<file path="src/shared/stat_pkg.sv">
// Package with the constants and types shared by the status, trigger and protection logic.
package stat_pkg;

  // ****************************************************************
  // Status summary byte layout
  // ****************************************************************
  localparam int OperBit = 7;
  localparam int MssBit = 6;
  localparam int EsbBit = 5;
  localparam int MavBit = 4;
  localparam int QuesBit = 3;
  localparam logic [7:0] StbZeroMask = 8'h07;

  // ****************************************************************
  // Reset values and self-test result codes
  // ****************************************************************
  localparam logic [7:0] MaskResetVal = 8'h00;
  localparam logic [7:0] SelfTestPassCode = 8'h00;
  localparam logic [7:0] SelfTestFailCode = 8'h01;
  localparam logic PscResetVal = 1'b1;
  localparam logic [15:0] LevelResetVal = 16'h0000;

  // ****************************************************************
  // Timing
  // ****************************************************************
  localparam int ClkPeriodNs = 4;
  localparam int NvWriteTimeNs = 400;
  localparam int NvWriteCycles = (NvWriteTimeNs + ClkPeriodNs - 1) / ClkPeriodNs;
  localparam int SelfTestTimeNs = 200;
  localparam int SelfTestCycles = (SelfTestTimeNs + ClkPeriodNs - 1) / ClkPeriodNs;

  // ****************************************************************
  // Command codes
  // ****************************************************************
  typedef enum logic [3:0] {
    CmdNone = 4'h0,
    CmdWriteMask = 4'h1,
    CmdReadStb = 4'h2,
    CmdBusTrig = 4'h3,
    CmdSelfTest = 4'h4,
    CmdWait = 4'h5,
    CmdAbort = 4'h6,
    CmdReset = 4'h7,
    CmdRecall = 4'h8,
    CmdSetImm = 4'h9,
    CmdSetPend = 4'ha,
    CmdReadPend = 4'hb,
    CmdInit = 4'hc,
    CmdProtClear = 4'hd,
    CmdClearStatus = 4'he,
    CmdReadMask = 4'hf
  } cmd_t;

endpackage

</file>
<file path="src/verilog/status_service_request_trigger.sv">
// Status byte, service request, trigger, wait, abort and overcurrent trip logic.
`timescale 1ns/1ps
module status_service_request_trigger #(
  parameter int LevelWidth = 16
) (
  input wire logic clk, // System clock, 250 MHz.
  input wire logic rstn, // Synchronous reset, active low; acts as power-up.
  input wire logic cmdValid, // Command strobe, one cycle.
  input wire logic [3:0] cmdCode, // Command code.
  input wire logic [LevelWidth-1:0] cmdData, // Command argument.
  output logic cmdReady, // High while idle, when a command can be taken.
  output logic respValid, // One-cycle answer strobe.
  output logic [LevelWidth-1:0] respData, // Answer data.
  input wire logic serialPoll, // Serial poll strobe from the controller.
  output logic [7:0] pollByte, // Status byte given on a serial poll.
  output logic pollValid, // One-cycle strobe with pollByte.
  output logic serviceRequest, // Service request line, active high.
  input wire logic deviceClear, // Device clear strobe.
  input wire logic operationSummaryFlag, // Operation summary from its event register.
  input wire logic stdEventSummaryFlag, // Standard event summary.
  input wire logic questionableSummaryIn, // Questionable summary from other sources.
  input wire logic msgEnqueue, // A message entered the output queue.
  input wire logic msgQueueEmpty, // Output queue emptied by reads.
  input wire logic pendingOpsBusy, // Overlapped operations still running.
  input wire logic trigSourceBus, // Trigger source is the bus.
  input wire logic groupExecTrigger, // Group execute trigger strobe.
  input wire logic continuousArmSetting, // Continuous initiation on.
  input wire logic overcurrentProtectEnable, // Overcurrent protection on.
  input wire logic constantCurrentMode, // Output is in constant-current operation.
  input wire logic powerOnClearSetting, // Power-on clear setting.
  input wire logic selfTestFault, // Fault seen during self-test.
  output logic [LevelWidth-1:0] immediateCurrentLevel, // Programmed output current.
  output logic outputEnable, // Output stage enabled.
  output logic overcurrentFlag, // Overcurrent bit of questionable condition.
  output logic waitingForTriggerFlag, // Trigger system armed.
  output logic nvBusy // Nonvolatile write cycle running.
);

  // ****************************************************************
  // State
  // ****************************************************************
  typedef enum logic [1:0] {
    StIdle = 2'b00,
    StWait = 2'b01,
    StTest = 2'b10
  } state_t;

  state_t state_r, state_nxt;
  logic [7:0] mask_r, mask_nxt;
  logic rqs_r, rqs_nxt;
  logic mav_r, mav_nxt;
  logic mssPrev_r, mssPrev_nxt;
  logic [LevelWidth-1:0] imm_r, imm_nxt, pend_r, pend_nxt;
  logic pendValid_r, pendValid_nxt;
  logic armed_r, armed_nxt;
  logic outEn_r, outEn_nxt;
  logic oc_r, oc_nxt;
  logic respValid_r, respValid_nxt;
  logic [LevelWidth-1:0] respData_r, respData_nxt;
  logic [7:0] poll_r, poll_nxt;
  logic pollValid_r, pollValid_nxt;
  logic srq_r, srq_nxt;
  logic bootDone_r, bootDone_nxt, ready_r, ready_nxt;
  logic nvWrite, testStart, testDone;
  logic [7:0] nvStored, testResult, stb, stbLive;
  logic master_summary_flag, take, doAbort, doTrig;

  // Build the status byte from its summary sources.
  function automatic logic [7:0] build_stb(input logic operation_summary_flag, input logic mssIn,
    input logic std_event_summary_flag, input logic message_available_flag, input logic questionable_summary_flag);
    logic [7:0] b;
    b = 8'h00;
    b[stat_pkg::OperBit] = operation_summary_flag;
    b[stat_pkg::MssBit] = mssIn;
    b[stat_pkg::EsbBit] = std_event_summary_flag;
    b[stat_pkg::MavBit] = message_available_flag;
    b[stat_pkg::QuesBit] = questionable_summary_flag;
    return b & ~stat_pkg::StbZeroMask;
  endfunction

  // ****************************************************************
  // Submodules
  // ****************************************************************
  nv_mask_store u_nv (
    .clk(clk),
    .rstn(rstn),
    .writeReq(nvWrite),
    .writeData(mask_nxt),
    .storedVal(nvStored),
    .busy(nvBusy)
  );

  self_test_unit u_test (
    .clk(clk),
    .rstn(rstn),
    .start(testStart),
    .faultIn(selfTestFault),
    .done(testDone),
    .result(testResult)
  );

  // Summary bits except message available (mav_r) and the overcurrent trip (oc_r) are live copies of their sources, so they clear only at the source.
  assign stbLive = build_stb(operationSummaryFlag, 1'b0, stdEventSummaryFlag, mav_r,
    questionableSummaryIn | oc_r);
  assign master_summary_flag = |(stbLive & mask_r);
  assign stb = build_stb(operationSummaryFlag, master_summary_flag, stdEventSummaryFlag, mav_r,
    questionableSummaryIn | oc_r);

  // Commands are taken only in idle; wait and self-test hold them off.
  assign take = cmdValid && (state_r == StIdle) && bootDone_r;
  assign doAbort = !bootDone_r || (take && (cmdCode == stat_pkg::CmdAbort
    || cmdCode == stat_pkg::CmdReset || cmdCode == stat_pkg::CmdRecall));
  assign doTrig = armed_r && trigSourceBus && (groupExecTrigger
    || (take && cmdCode == stat_pkg::CmdBusTrig));
  assign nvWrite = take && cmdCode == stat_pkg::CmdWriteMask && !powerOnClearSetting;
  assign testStart = take && cmdCode == stat_pkg::CmdSelfTest;

  // ****************************************************************
  // Command sequencing and status
  // ****************************************************************
  // Next-state logic for every register of the block.
  always_comb
  begin
    state_nxt = state_r;
    mask_nxt = mask_r;
    rqs_nxt = rqs_r;
    mav_nxt = mav_r;
    mssPrev_nxt = master_summary_flag;
    imm_nxt = imm_r;
    pend_nxt = pend_r;
    pendValid_nxt = pendValid_r;
    armed_nxt = armed_r;
    outEn_nxt = outEn_r;
    oc_nxt = oc_r;
    respValid_nxt = 1'b0;
    respData_nxt = respData_r;
    poll_nxt = poll_r;
    pollValid_nxt = 1'b0;
    bootDone_nxt = 1'b1;
    // Power-up mask comes from the store or is cleared.
    if (!bootDone_r)
      mask_nxt = powerOnClearSetting ? stat_pkg::MaskResetVal : nvStored;
    // Wait and self-test states.
    case (state_r)
      StIdle:
        state_nxt = StIdle;
      StWait:
        if (deviceClear || !pendingOpsBusy)
          state_nxt = StIdle;
      StTest:
        if (testDone)
        begin
          state_nxt = StIdle;
          respValid_nxt = 1'b1;
          respData_nxt = LevelWidth'(testResult);
        end
      default:
        state_nxt = StIdle;
    endcase
    if (take)
    begin
      case (cmdCode)
        stat_pkg::CmdWriteMask:
          mask_nxt = cmdData[7:0];
        stat_pkg::CmdReadMask:
        begin
          respValid_nxt = 1'b1;
          respData_nxt = LevelWidth'(mask_r);
        end
        stat_pkg::CmdReadStb:
        begin
          respValid_nxt = 1'b1;
          respData_nxt = LevelWidth'(stb);
        end
        stat_pkg::CmdSelfTest:
          state_nxt = StTest;
        stat_pkg::CmdWait:
          if (pendingOpsBusy)
            state_nxt = StWait;
        stat_pkg::CmdSetImm:
          imm_nxt = cmdData;
        stat_pkg::CmdSetPend:
        begin
          pend_nxt = cmdData;
          pendValid_nxt = 1'b1;
        end
        stat_pkg::CmdReadPend:
        begin
          respValid_nxt = 1'b1;
          respData_nxt = pendValid_r ? pend_r : imm_r;
        end
        stat_pkg::CmdInit:
          armed_nxt = 1'b1;
        stat_pkg::CmdProtClear:
        begin
          oc_nxt = 1'b0;
          outEn_nxt = 1'b1;
        end
        stat_pkg::CmdClearStatus:
          mav_nxt = 1'b0;
        default:
          state_nxt = state_nxt;
      endcase
    end
    // Message available clears only at reset or clear-status; an emptied queue leaves it set.
    if (msgEnqueue)
      mav_nxt = 1'b1;
    // Trigger transfers the pending level; single-shot arming is consumed.
    if (doTrig)
    begin
      if (pendValid_r)
        imm_nxt = pend_r;
      pendValid_nxt = 1'b0;
      pend_nxt = imm_nxt;
      armed_nxt = continuousArmSetting;
    end
    // Abort discards pending levels and re-arms only in continuous mode.
    if (doAbort)
    begin
      pend_nxt = imm_nxt;
      pendValid_nxt = 1'b0;
      armed_nxt = continuousArmSetting;
    end
    if (continuousArmSetting)
      armed_nxt = 1'b1;
    // Overcurrent trip; a trip in the clear cycle wins.
    if (overcurrentProtectEnable && constantCurrentMode && outEn_r)
    begin
      outEn_nxt = 1'b0;
      oc_nxt = 1'b1;
    end
    // Request flag rises on a new master summary; poll clears it unless one arrives.
    if (serialPoll)
    begin
      poll_nxt = {stb[7], rqs_r, stb[5:0]};
      pollValid_nxt = 1'b1;
      rqs_nxt = 1'b0;
    end
    if (master_summary_flag && !mssPrev_r)
      rqs_nxt = 1'b1;
    if (mask_r == 8'h00)
      rqs_nxt = 1'b0;
    srq_nxt = rqs_nxt;
    ready_nxt = (state_nxt == StIdle);
  end

  // ****************************************************************
  // Registers
  // ****************************************************************
  // Register update; the stored mask itself lives in the nonvolatile store.
  always_ff @(posedge clk)
  begin
    if (!rstn)
    begin
      state_r <= StIdle;
      mask_r <= stat_pkg::MaskResetVal;
      rqs_r <= 1'b0;
      mav_r <= 1'b0;
      mssPrev_r <= 1'b0;
      imm_r <= LevelWidth'(stat_pkg::LevelResetVal);
      pend_r <= LevelWidth'(stat_pkg::LevelResetVal);
      pendValid_r <= 1'b0;
      armed_r <= 1'b0;
      outEn_r <= 1'b0;
      oc_r <= 1'b0;
      respValid_r <= 1'b0;
      respData_r <= '0;
      poll_r <= 8'h00;
      pollValid_r <= 1'b0;
      srq_r <= 1'b0;
      bootDone_r <= 1'b0;
      ready_r <= 1'b0;
    end
    else
    begin
      state_r <= state_nxt;
      mask_r <= mask_nxt;
      rqs_r <= rqs_nxt;
      mav_r <= mav_nxt;
      mssPrev_r <= mssPrev_nxt;
      imm_r <= imm_nxt;
      pend_r <= pend_nxt;
      pendValid_r <= pendValid_nxt;
      armed_r <= armed_nxt;
      outEn_r <= outEn_nxt;
      oc_r <= oc_nxt;
      respValid_r <= respValid_nxt;
      respData_r <= respData_nxt;
      poll_r <= poll_nxt;
      pollValid_r <= pollValid_nxt;
      srq_r <= srq_nxt;
      bootDone_r <= bootDone_nxt;
      ready_r <= ready_nxt;
    end
  end

  // Outputs straight from flip-flops.
  assign cmdReady = ready_r;
  assign respValid = respValid_r;
  assign respData = respData_r;
  assign pollByte = poll_r;
  assign pollValid = pollValid_r;
  assign serviceRequest = srq_r;
  assign immediateCurrentLevel = imm_r;
  assign outputEnable = outEn_r;
  assign overcurrentFlag = oc_r;
  assign waitingForTriggerFlag = armed_r;

endmodule

</file>
<file path="src/verilog/nv_mask_store.sv">
// Nonvolatile store model for the service request mask with a busy write cycle.
`timescale 1ns/1ps
module nv_mask_store #(
  parameter int WriteCycles = stat_pkg::NvWriteCycles
) (
  input wire logic clk, // System clock.
  input wire logic rstn, // Synchronous reset, active low.
  input wire logic writeReq, // One-cycle request to commit a value.
  input wire logic [7:0] writeData, // Value to commit.
  output logic [7:0] storedVal, // Last committed value.
  output logic busy // High while a write cycle runs.
);

  logic [7:0] store_r, store_nxt;
  logic [15:0] cnt_r, cnt_nxt;
  logic busy_r, busy_nxt;

  // A write restarts the cycle; the stored value survives the system reset.
  always_comb
  begin
    store_nxt = store_r;
    cnt_nxt = (cnt_r != 16'h0000) ? cnt_r - 16'h0001 : cnt_r;
    if (writeReq)
    begin
      store_nxt = writeData;
      cnt_nxt = 16'(WriteCycles);
    end
    busy_nxt = (cnt_nxt != 16'h0000);
  end

  // The array cell is not reset, so a stored mask outlives rstn.
  always_ff @(posedge clk)
  begin
    store_r <= store_nxt;
    if (!rstn)
    begin
      cnt_r <= 16'h0000;
      busy_r <= 1'b0;
    end
    else
    begin
      cnt_r <= cnt_nxt;
      busy_r <= busy_nxt;
    end
  end

  assign storedVal = store_r;
  assign busy = busy_r;

endmodule

</file>
<file path="src/verilog/self_test_unit.sv">
// Self-test sequencer that runs for a fixed time and reports a result code.
`timescale 1ns/1ps
module self_test_unit #(
  parameter int TestCycles = stat_pkg::SelfTestCycles
) (
  input wire logic clk, // System clock.
  input wire logic rstn, // Synchronous reset, active low.
  input wire logic start, // One-cycle start pulse.
  input wire logic faultIn, // Fault seen by the test hardware.
  output logic done, // One-cycle pulse when finished.
  output logic [7:0] result // Zero on pass, error code otherwise.
);

  logic [15:0] cnt_r, cnt_nxt;
  logic fail_r, fail_nxt;
  logic done_r, done_nxt;

  // Count down and collect any fault seen during the run.
  always_comb
  begin
    cnt_nxt = cnt_r;
    fail_nxt = fail_r;
    done_nxt = 1'b0;
    if (start)
    begin
      cnt_nxt = 16'(TestCycles);
      fail_nxt = faultIn;
    end
    else if (cnt_r != 16'h0000)
    begin
      cnt_nxt = cnt_r - 16'h0001;
      fail_nxt = fail_r | faultIn;
      done_nxt = (cnt_r == 16'h0001);
    end
  end

  // Register the sequencer state.
  always_ff @(posedge clk)
  begin
    if (!rstn)
    begin
      cnt_r <= 16'h0000;
      fail_r <= 1'b0;
      done_r <= 1'b0;
    end
    else
    begin
      cnt_r <= cnt_nxt;
      fail_r <= fail_nxt;
      done_r <= done_nxt;
    end
  end

  assign done = done_r;
  assign result = fail_r ? stat_pkg::SelfTestFailCode : stat_pkg::SelfTestPassCode;

endmodule

</file>
<file path="config.mk">
export PLATFORM = sky130hd
export DESIGN_NAME = status_service_request_trigger
export DESIGN_NICKNAME = d
export VERILOG_FILES = /design/src/shared/stat_pkg.sv /design/src/verilog/status_service_request_trigger.sv /design/src/verilog/nv_mask_store.sv /design/src/verilog/self_test_unit.sv
export SDC_FILE = /design/constraint.sdc
export NUM_CORES = 1
export LEC_CHECK = 0
export BUFFER_PORTS_ARGS = -buffer_cell sky130_fd_sc_hd__buf_4
export CORE_ASPECT_RATIO = 0.5
export CORE_MARGIN = 4
export CORE_UTILIZATION = 32
export DETAILED_ROUTE_END_ITERATION = 16
export GPL_ROUTABILITY_DRIVEN = 0
export PLACE_DENSITY = 0.52
export SKIP_LAST_GASP = 1
export SYNTH_ARGS = -nofsm -noshare
export SYNTH_HDL_FRONTEND = slang
export SYNTH_HIERARCHICAL = 1
export SYNTH_SLANG_ARGS = --single-unit
</file>
<file path="constraint.sdc">
create_clock -name clk -period 4.6 [get_ports clk]
set_input_delay 0.23 -clock clk [delete_from_list [all_inputs] [get_ports clk]]
set_output_delay 0.23 -clock clk [all_outputs]
set_load 0.05 [all_outputs]
</file>
==> flow_summary.toml, run 1 <==
[outcome]
run_status = "complete, no violations"

[floorplanning]
die_x_um = 207.4
start_util = 0.3261
core_region_area_mm2 = 0.01950
core.rowCount = 36
dieArea_mm2 = 0.02233
num_io_pins = 86
die_height_um = 107.7

[yosys]
async_reset_ff_frac = 0
synth_top_family_by_area = "compound AO/OA/AOI/OAI gates"
synth_warnings = 6
muxShareOfSynthArea = 0.08222
synthSimpleGateAreaFrac = 0.2197
synth-seq-cells = 117
synthAdderAreaFrac = 0.01377
ys_seq_area_frac = 0.3808
synth.avg_cell_area_um2 = 8.884
synth_xor_area_frac = 0.02065
synth_enable_flop_cells = 8
syn_inst = 716
syn_area_mm2 = 0.006361
ys_types = 71
synth_compound_area_frac = 0.2278
ys.flop_type = "dfxtp_1"

[clock_tree]
clock_sinks = 117
cts_setup_buffers = 0
h-tree-depth = 4
root_buffer = "clkbuf_16"
insertion_delay_ns = 0.41
cts_tree = "yes"
clock_path_buffers = 2
cts.repair.resized = 0
cts_made_buffers = 17
clk_pin_slew_ns = 0.06
ctsHoldBuffers = 0

[place]
hpwlAfterDp_um = 11690
dp_slack_ns = 1.404
place.port_buffers = 81

[critical_path]
path_cells = "buf_4, and3_1, and2b_1, nand3_1, buf_4, nor2_1, buf_4, nor3b_1, a21oi_1, o41ai_1, o2111ai_1, o31a_1"
critPathSlowestCell = "nor2_1"
timing.reg2reg.setup_slack_ns = 1.38
slowest_delay_ns = 0.57
crit_fanout = 46
cp_common_cell = "buf_4"
worstPathRequired_ns = 4.90
worst-setup-path-type = "reg2reg"
arrival_ns = 3.52
cp-end-kind = "flip-flop"
rr_startpoint = "bootDone_r"
cp-start-kind = "flip-flop"
ff2ff_path_depth = 12
r2r_end = "u_nv/busy"

[sta]
clock.fmax_mhz = 310.5
finalSetupViolCount = 0
relSlewSlack = 0.2750
hold_viol_final = 0
layout_setup_ws_ns = 1.379
slew_violations = 0
finClkSkew_ns = 0.009472
worstMarginPinSlew_ns = 1.084
min_period_ns = 3.221
setup_tns_ns = 0
rsz0062_at_grt = "no"
period_share = 0.7001
whs_ns = 0.02878

[cells_and_area]
nets = 821
final_common_cell = "dfxtp_1"
multi_input_area_mm2 = 0.003626
mostFrequentLayoutCells = "dfxtp_1 (109), buf_4 (88), nor2_1 (57)"
fillers = 1906
layout-drive-gt1-share = 0.2015
syn2layout_area_growth_pct = 21.62
regArea_mm2 = 0.002422
n_antenna_cell = 0

[detailed_routing]
routed_wl_um = 17440
drt_iter0_markers = 312
num_vias = 5542
dr.pass1.iters = 5
drc = 0
avgRoutedWirePerCell_um = 16.53
viasPerCell = 5.253
ant_nets = 0

[power]
leakagePower_nw = 3.222
power.density_mw_per_mm2 = 529.7
power.total_mw = 4.098
ir_worst_vdd_uv = 251.4

[global_routing]
grt_max_degree = 70
antenna_found_initial = 0
grt.total_usage = 0.1546
overflow = 0
grt_pass1_vias = 5441
grt_pass1_wl_um = 28290

[worst_hold_path]
hold_path.class = "in2reg"
whs_path_depth = 2
min_to = "waitingForTriggerFlag"
worstHoldStart = "continuousArmSetting"

[job]
drv_cap = 0
-- logic make-up after synthesis --
kind of cell               count (synthesis)
and+or+nand+nor                          248
AOI/OAI and AO/OA                        206
xor gates and xnor gates                  15
other                                      2
DFF                                      117
adders and majority gates                  7
muxes                                     49
buffers and inverters                     72
-- stage by stage --
step           utilization  instance area (µm²)  cells
2_1_floorplan            -                 6391    724
3_3_place_gp        0.3643                 7106   1023
3_5_place_dp        0.3643                 7106   1023
4_1_cts             0.3967                 7736   1055
5_1_grt             0.3967                 7736   1055
6_report            0.3967                 7736   1055
-- sequential cells by signal (all words and copies together) (netlist names), 2 cells and up --
name and count:
respData 16, u_test/cnt_r 16, mask_r 8, u_nv/storedVal 8, pollByte 5, immediateCurrentLevel 16, u_nv/cnt_r 16, state_r 2
pend_r 16
-- how the worst max path moves through the flow --
stage,endpoint,slack (ns),from
2_1_floorplan,u_nv/busy,1.80,state_r[0]
3_3_place_gp,u_nv/busy,1.43,bootDone_r
3_5_place_dp,u_nv/busy,1.40,bootDone_r
4_1_cts,u_nv/busy,1.36,bootDone_r
5_1_grt,u_nv/busy,1.09,bootDone_r
6_report,u_nv/busy,1.38,bootDone_r
-- cell type report --
cell class	instances	share of cell area
multi-input cells	535	0.4687
clock inverters	8	0.01520
clock buffers	24	0.06631
well taps	266	0.04302
repair buffers	88	0.08540
flip-flops and latches	117	0.3131
inverters	17	0.008248
-- worst max-delay path, delay by kind of cell, from the launching register on --
family,cells,cell delay [ns]
buffers and inverters,3,0.92
flip-flops,1,0.31
AND/OR/NAND/NOR,5,1.29
AO/OA/AOI/OAI,4,0.57
-- where the power goes --
part           internal [mW]  switching [mW]  total (mW)
Combinational          0.569           0.761        1.33
Sequential              1.17           0.177        1.34
Clock                  0.939           0.485        1.42
-- Yosys cell counts (4+ instances only) --
master    count  area share
dfxtp_1     109        0.34
nor2_1       57       0.034
nand2_1      46       0.027
o21ai_0      41       0.032
clkbuf_1     36       0.021
mux2_2       26       0.046
mux2i_1      23       0.036
and3_1       22       0.022
a21boi_0     21       0.025
a31oi_1      20       0.020
a21oi_1      19       0.015
nor2b_1      18       0.018
inv_1        17       0.010
nand2b_1     17       0.017
nand3_1      16       0.013
a22oi_1      15       0.018
o21a_1       15       0.018
o211a_1      14       0.022
buf_4        13       0.015
o211ai_1     12       0.014
nor3_1       11      0.0087
a211oi_1     10       0.012
nor4_1        9      0.0089
edfxtp_1      8       0.038
or3_1         8      0.0079
xnor2_1       8       0.011
a211o_1       7      0.0096
ha_1          7       0.014
nand4_1       7      0.0069
xor2_1        7      0.0096
a311oi_1      5      0.0069
a221oi_1      4      0.0055
and2_1        4      0.0039
buf_2         4      0.0031
nor3b_1       4      0.0047
nor4b_1       4      0.0055
-- layer usage --
metal	GRT usage	up-vias	wire (µm)	share of wire
met3	0.02620	18	527	0.030
met2	0.2642	90	8296	0.48
li1	-	2755	-	-
met4	0.04998	0	204	0.012
met5	0	-	0	0
met1	0.2008	2679	8407	0.48
(Power assumes the default switching activity.)
==> inputs of run 2 (changes only) <==
--- a/config.mk
+++ b/config.mk
@@ -11,7 +11,7 @@
 export CORE_UTILIZATION = 32
 export DETAILED_ROUTE_END_ITERATION = 16
 export GPL_ROUTABILITY_DRIVEN = 0
-export PLACE_DENSITY = 0.52
+export PLACE_DENSITY = 0.54
 export SKIP_LAST_GASP = 1
 export SYNTH_ARGS = -nofsm -noshare
 export SYNTH_HDL_FRONTEND = slang
==> constraint.sdc (replaced) <==
create_clock -name clk -period 2.9 [get_ports clk]
set_input_delay 0.145 -clock clk [delete_from_list [all_inputs] [get_ports clk]]
set_output_delay 0.145 -clock clk [all_outputs]
set_load 0.05 [all_outputs]
==> flow_summary.toml, run 2 (synthesized netlist as in run 1, its figures left out) <==
[sta]
clock.fmax_mhz = 382.2
worstMarginPinSlew_ns = 1.064
setup_tns_ns = 0
period_share = 0.9022
finClkSkew_ns = 0.01068
layout_setup_ws_ns = 0.2836
rsz0062_at_grt = "no"
slew_violations = 0
relSlewSlack = 0.2906
hold_viol_final = 0
min_period_ns = 2.616
finalSetupViolCount = 0

[detailed_routing]
ant_nets = 0
dr.pass1.iters = 5
viasPerCell = 5.200
routed_wl_um = 17160
avgRoutedWirePerCell_um = 16.12
num_vias = 5533
drc = 0
drt_iter0_markers = 384

[floorplanning]
dieArea_mm2 = 0.02233
core_region_area_mm2 = 0.01950
core.rowCount = 36
start_util = 0.3261
die_x_um = 207.4
num_io_pins = 86
die_height_um = 107.7

[power]
p_seq_frac = 0.329
p_comb_frac = 0.331
switchingPower_mw = 2.238
leakagePower_nw = 3.263
power.density_mw_per_mm2 = 830.2
ir_worst_vdd_uv = 469.7
p_int_mw = 4.246
p_clk_frac = 0.339
switching_share = 0.3451

[place]
place.port_buffers = 81
dp_slack_ns = 0.3661
hpwlAfterDp_um = 11860

[critical_path]
rr_startpoint = "u_nv/cnt_r[0]"
path_cells = "inv_1, ha_1, or4b_4, nor4_4, nand3_4, a21oi_1, o2111ai_1, o31a_1"
slowest_delay_ns = 0.51
cp_num_buf_inv = 1
worstPathRequired_ns = 3.19
arrival_ns = 2.91
r2r_end = "u_nv/busy"
timing.reg2reg.setup_slack_ns = 0.28
cp-end-kind = "flip-flop"
worst-setup-path-type = "reg2reg"
crit_family = "simple AND/OR/NAND/NOR gates"
cp-start-kind = "flip-flop"
crit_fanout = 9
critPathSlowestCell = "or4b_4"
ff2ff_path_depth = 8

[job]
drv_cap = 0

[global_routing]
grt.total_usage = 0.1537
grt_max_degree = 51
grt_pass1_wl_um = 28060
overflow = 0
antenna_found_initial = 0
grt_pass1_vias = 5268

[clock_tree]
cts_setup_buffers = 0
cts.repair.resized = 0
cts_tree = "yes"
cts_made_buffers = 17
clock_path_buffers = 2
ctsHoldBuffers = 3
clock_sinks = 117
insertion_delay_ns = 0.41
clk_pin_slew_ns = 0.05
h-tree-depth = 4
root_buffer = "clkbuf_16"

[worst_hold_path]
min_to = "mask_r[2]"
hold_path.class = "in2reg"
worstHoldStart = "cmdData[2]"
whs_path_depth = 2

[cells_and_area]
multi_input_area_mm2 = 0.003630
mostFrequentLayoutCells = "dfxtp_1 (109), buf_4 (95), nor2_1 (57)"
final_common_cell = "dfxtp_1"
n_antenna_cell = 0
regArea_mm2 = 0.002422
final_util = 0.4004
syn2layout_area_growth_pct = 22.78
nets = 831
fillers = 1935
layout-drive-gt1-share = 0.2080

[outcome]
run_status = "complete, no violations"
==> run 2: metrics by stage <==
stage               instance area, µm²  hold slack [ns]  instances  total power, mW
CTS                               7810         0.004006       1064            6.512
detailed placement                7162           0.3585       1030            4.288
global route                      7810         0.004079       1064            6.909
global placement                  7162           0.3557       1030            4.266
finish                            7810          0.01658       1064            6.484
floorplan                         6391           0.1727        724            3.808
==> run 2: final cells by class <==
| cell class | instances | area share |
|---|---|---|
| inverter | 17 | 0.008170 |
| multi-input combinational | 535 | 0.4648 |
| sequential | 117 | 0.3102 |
| tap | 266 | 0.04261 |
| timing repair buffer | 98 | 0.09516 |
| clock inverter | 8 | 0.01522 |
| clock buffer | 23 | 0.06392 |
==> run 2: power by group through the flow <==
| stage | Sequential, mW | Combinational, mW | Clock (mW) |
|---|---|---|---|
| after floorplan | 2.11 | 1.69 | 0 |
| after global placement | 2.15 | 2.11 | 0 |
| after detailed placement | 2.16 | 2.13 | 0 |
| after CTS | 2.13 | 2.15 | 2.24 |
| after global routing | 2.17 | 2.42 | 2.32 |
| final | 2.13 | 2.15 | 2.20 |
==> run 2: worst reg2reg max path: cells and delay by family, from the launching register on <==
| family | cells | cell delay (ns) |
|---|---|---|
| DFF | 1 | 0.36 |
| AOI/OAI and AO/OA | 3 | 0.69 |
| buffers and inverters | 1 | 0.12 |
| and+or+nand+nor | 3 | 1.12 |
| adders and majority gates | 1 | 0.21 |
==> run 2: per-layer routing <==
layer / share of wire / global-route usage
met1: 0.49 / 0.2105
met2: 0.46 / 0.2460
met3: 0.033 / 0.02766
met4: 0.018 / 0.05186
met5: 0 / 0
==> run 2: worst max-delay path by stage <==
stage	from	endpoint	depth (start not counted)
after detailed placement	u_nv/cnt_r[0]	u_nv/busy	8
after global routing	u_nv/cnt_r[0]	u_nv/busy	8
final	u_nv/cnt_r[0]	u_nv/busy	8
after floorplan	state_r[0]	u_nv/busy	12
after global placement	u_nv/cnt_r[0]	u_nv/busy	8
after CTS	u_nv/cnt_r[0]	u_nv/busy	8
==> inputs of run 3 (changes only) <==
--- a/config.mk
+++ b/config.mk
@@ -5,13 +5,15 @@
 export SDC_FILE = /design/constraint.sdc
 export NUM_CORES = 1
 export LEC_CHECK = 0
-export BUFFER_PORTS_ARGS = -buffer_cell sky130_fd_sc_hd__buf_4
+export BUFFER_PORTS_ARGS = -buffer_cell sky130_fd_sc_hd__buf_2
 export CORE_ASPECT_RATIO = 0.5
 export CORE_MARGIN = 4
 export CORE_UTILIZATION = 32
+export CTS_CLUSTER_DIAMETER = 150
 export DETAILED_ROUTE_END_ITERATION = 16
 export GPL_ROUTABILITY_DRIVEN = 0
 export PLACE_DENSITY = 0.54
+export REMOVE_ABC_BUFFERS = 1
 export SKIP_LAST_GASP = 1
 export SYNTH_ARGS = -nofsm -noshare
 export SYNTH_HDL_FRONTEND = slang
==> flow_summary.toml, run 3 (synthesized netlist as in run 1, its figures left out) <==
[outcome]
run_status = "complete, no violations"

[cells_and_area]
fillers = 1990
multi_input_area_mm2 = 0.003630
n_antenna_cell = 0
fin_cells = 1067
final_common_cell = "dfxtp_1"
regArea_mm2 = 0.002422
nets = 833
layout-drive-gt1-share = 0.2147
mostFrequentLayoutCells = "dfxtp_1 (109), buf_2 (81), nor2_1 (57)"
syn2layout_area_growth_pct = 19.02

[worst_hold_path]
hold_path.class = "in2reg"

[detailed_routing]
dr_wl_met2_um = 8568
top_layer_used = "met4"
dr.pass1.iters = 5
routed_wl_um = 17600
avgRoutedWirePerCell_um = 16.49
num_vias = 5543
ant_nets = 0
drc = 0
dr_wl_met3_um = 594
drt-met1-wl_um = 8349
drt_iter0_markers = 371
viasPerCell = 5.195

[clock_tree]
clk_pin_slew_ns = 0.06
clock_sinks = 117
h-tree-depth = 4
cts_tree = "yes"
root_buffer = "clkbuf_16"
cts_setup_buffers = 0
cts_made_buffers = 17
clock_path_buffers = 2
insertion_delay_ns = 0.41

[critical_path]
cp-end-kind = "flip-flop"
rr_startpoint = "u_nv/cnt_r[0]"
slowest_delay_ns = 0.51
critPathSlowestCell = "or4b_4"
critPathCapture = "u_nv/busy"
worstPathRequired_ns = 3.20
timing.reg2reg.setup_slack_ns = 0.40
cp-startpoint = "u_nv/cnt_r[0]"
worst-setup-path-type = "reg2reg"
cp-start-kind = "flip-flop"
arrival_ns = 2.80
path_cells = "inv_1, ha_1, or4b_4, nor4_4, nand3_4, a21oi_1, o2111ai_1, o31a_1"
ff2ff_path_depth = 8
crit_fanout = 9
r2r_end = "u_nv/busy"

[place]
place_inst = 1033
dp_slack_ns = 0.4034
place.port_buffers = 81
hpwlAfterDp_um = 11880

[global_routing]
grt_pass1_vias = 5406
grt_pass1_wl_um = 28720
overflow = 0
grt.total_usage = 0.1574
grt_max_degree = 46
antenna_found_initial = 0

[sta]
setup_tns_ns = 0
whs_ns = 0.03520
hold_viol_final = 0
relSlewSlack = 0.4606
worstMarginPinSlew_ns = 0.8080
clock.fmax_mhz = 400.6
slew_violations = 0
layout_setup_ws_ns = 0.4040
finClkSkew_ns = 0.01217
min_period_ns = 2.496
finalSetupViolCount = 0
period_share = 0.8607
rsz0062_at_grt = "no"

[power]
leakagePower_nw = 3.209
power.density_mw_per_mm2 = 827.7
ir_worst_vdd_uv = 418.7

[floorplanning]
num_io_pins = 86
die_height_um = 107.7
start_util = 0.3261
die_x_um = 207.4
core.rowCount = 36
core_region_area_mm2 = 0.01950
dieArea_mm2 = 0.02233

[job]
drv_cap = 0
## run 3: worst min path at each step
stage,end,startpoint,cells past startpoint
2_1_floorplan,bootDone_r,rstn,0
3_3_place_gp,waitingForTriggerFlag,continuousArmSetting,2
3_5_place_dp,waitingForTriggerFlag,continuousArmSetting,2
4_1_cts,pollByte[3],questionableSummaryIn,2
5_1_grt,pollByte[3],questionableSummaryIn,2
6_report,pollByte[3],questionableSummaryIn,2
## run 3: critical path: cells and delay by family, from the launching register on
| kind | cells | cell delay (ns) |
|---|---|---|
| AND/OR/NAND/NOR | 3 | 1.10 |
| AO/OA/AOI/OAI | 3 | 0.63 |
| flip-flops | 1 | 0.36 |
| adder cells (fa/ha/maj) | 1 | 0.18 |
| buffers and inverters | 1 | 0.11 |
## run 3: area by class of cell
class | instances | share of cell area
Tap cell | 266 | 0.04396
Clock inverter | 15 | 0.01735
Clock buffer | 17 | 0.05619
Timing Repair Buffer | 100 | 0.07470
Multi-Input combinational cell | 535 | 0.4794
Sequential cell | 117 | 0.3199
Inverter | 17 | 0.008428
## run 3: power by group
group          total [mW]  switching (mW)  internal [mW]
registers            2.13           0.280           1.85
clock network        1.99           0.810           1.18
logic                2.14            1.22          0.925
total                6.27            2.31           3.96
## run 3: timing repair
action,CTS,global route
hold buffers,2,0
resized for setup,0,0
endpoints found under the hold margin,2,0
## run 3: stage by stage
step	utilization	cell area, µm²	total power [mW]
3_3_place_gp	0.3586	6994	4.275
4_1_cts	0.3882	7571	6.332
6_report	0.3882	7571	6.267
5_1_grt	0.3882	7571	6.695
3_5_place_dp	0.3586	6994	4.296
2_1_floorplan	-	6112	3.762
## run 3: layer usage
metal / up-vias / global-route usage
li1: 2777 / -
met1: 2687 / 0.2005
met2: 73 / 0.2745
met3: 6 / 0.03406
met4: 0 / 0.03819
met5: - / 0
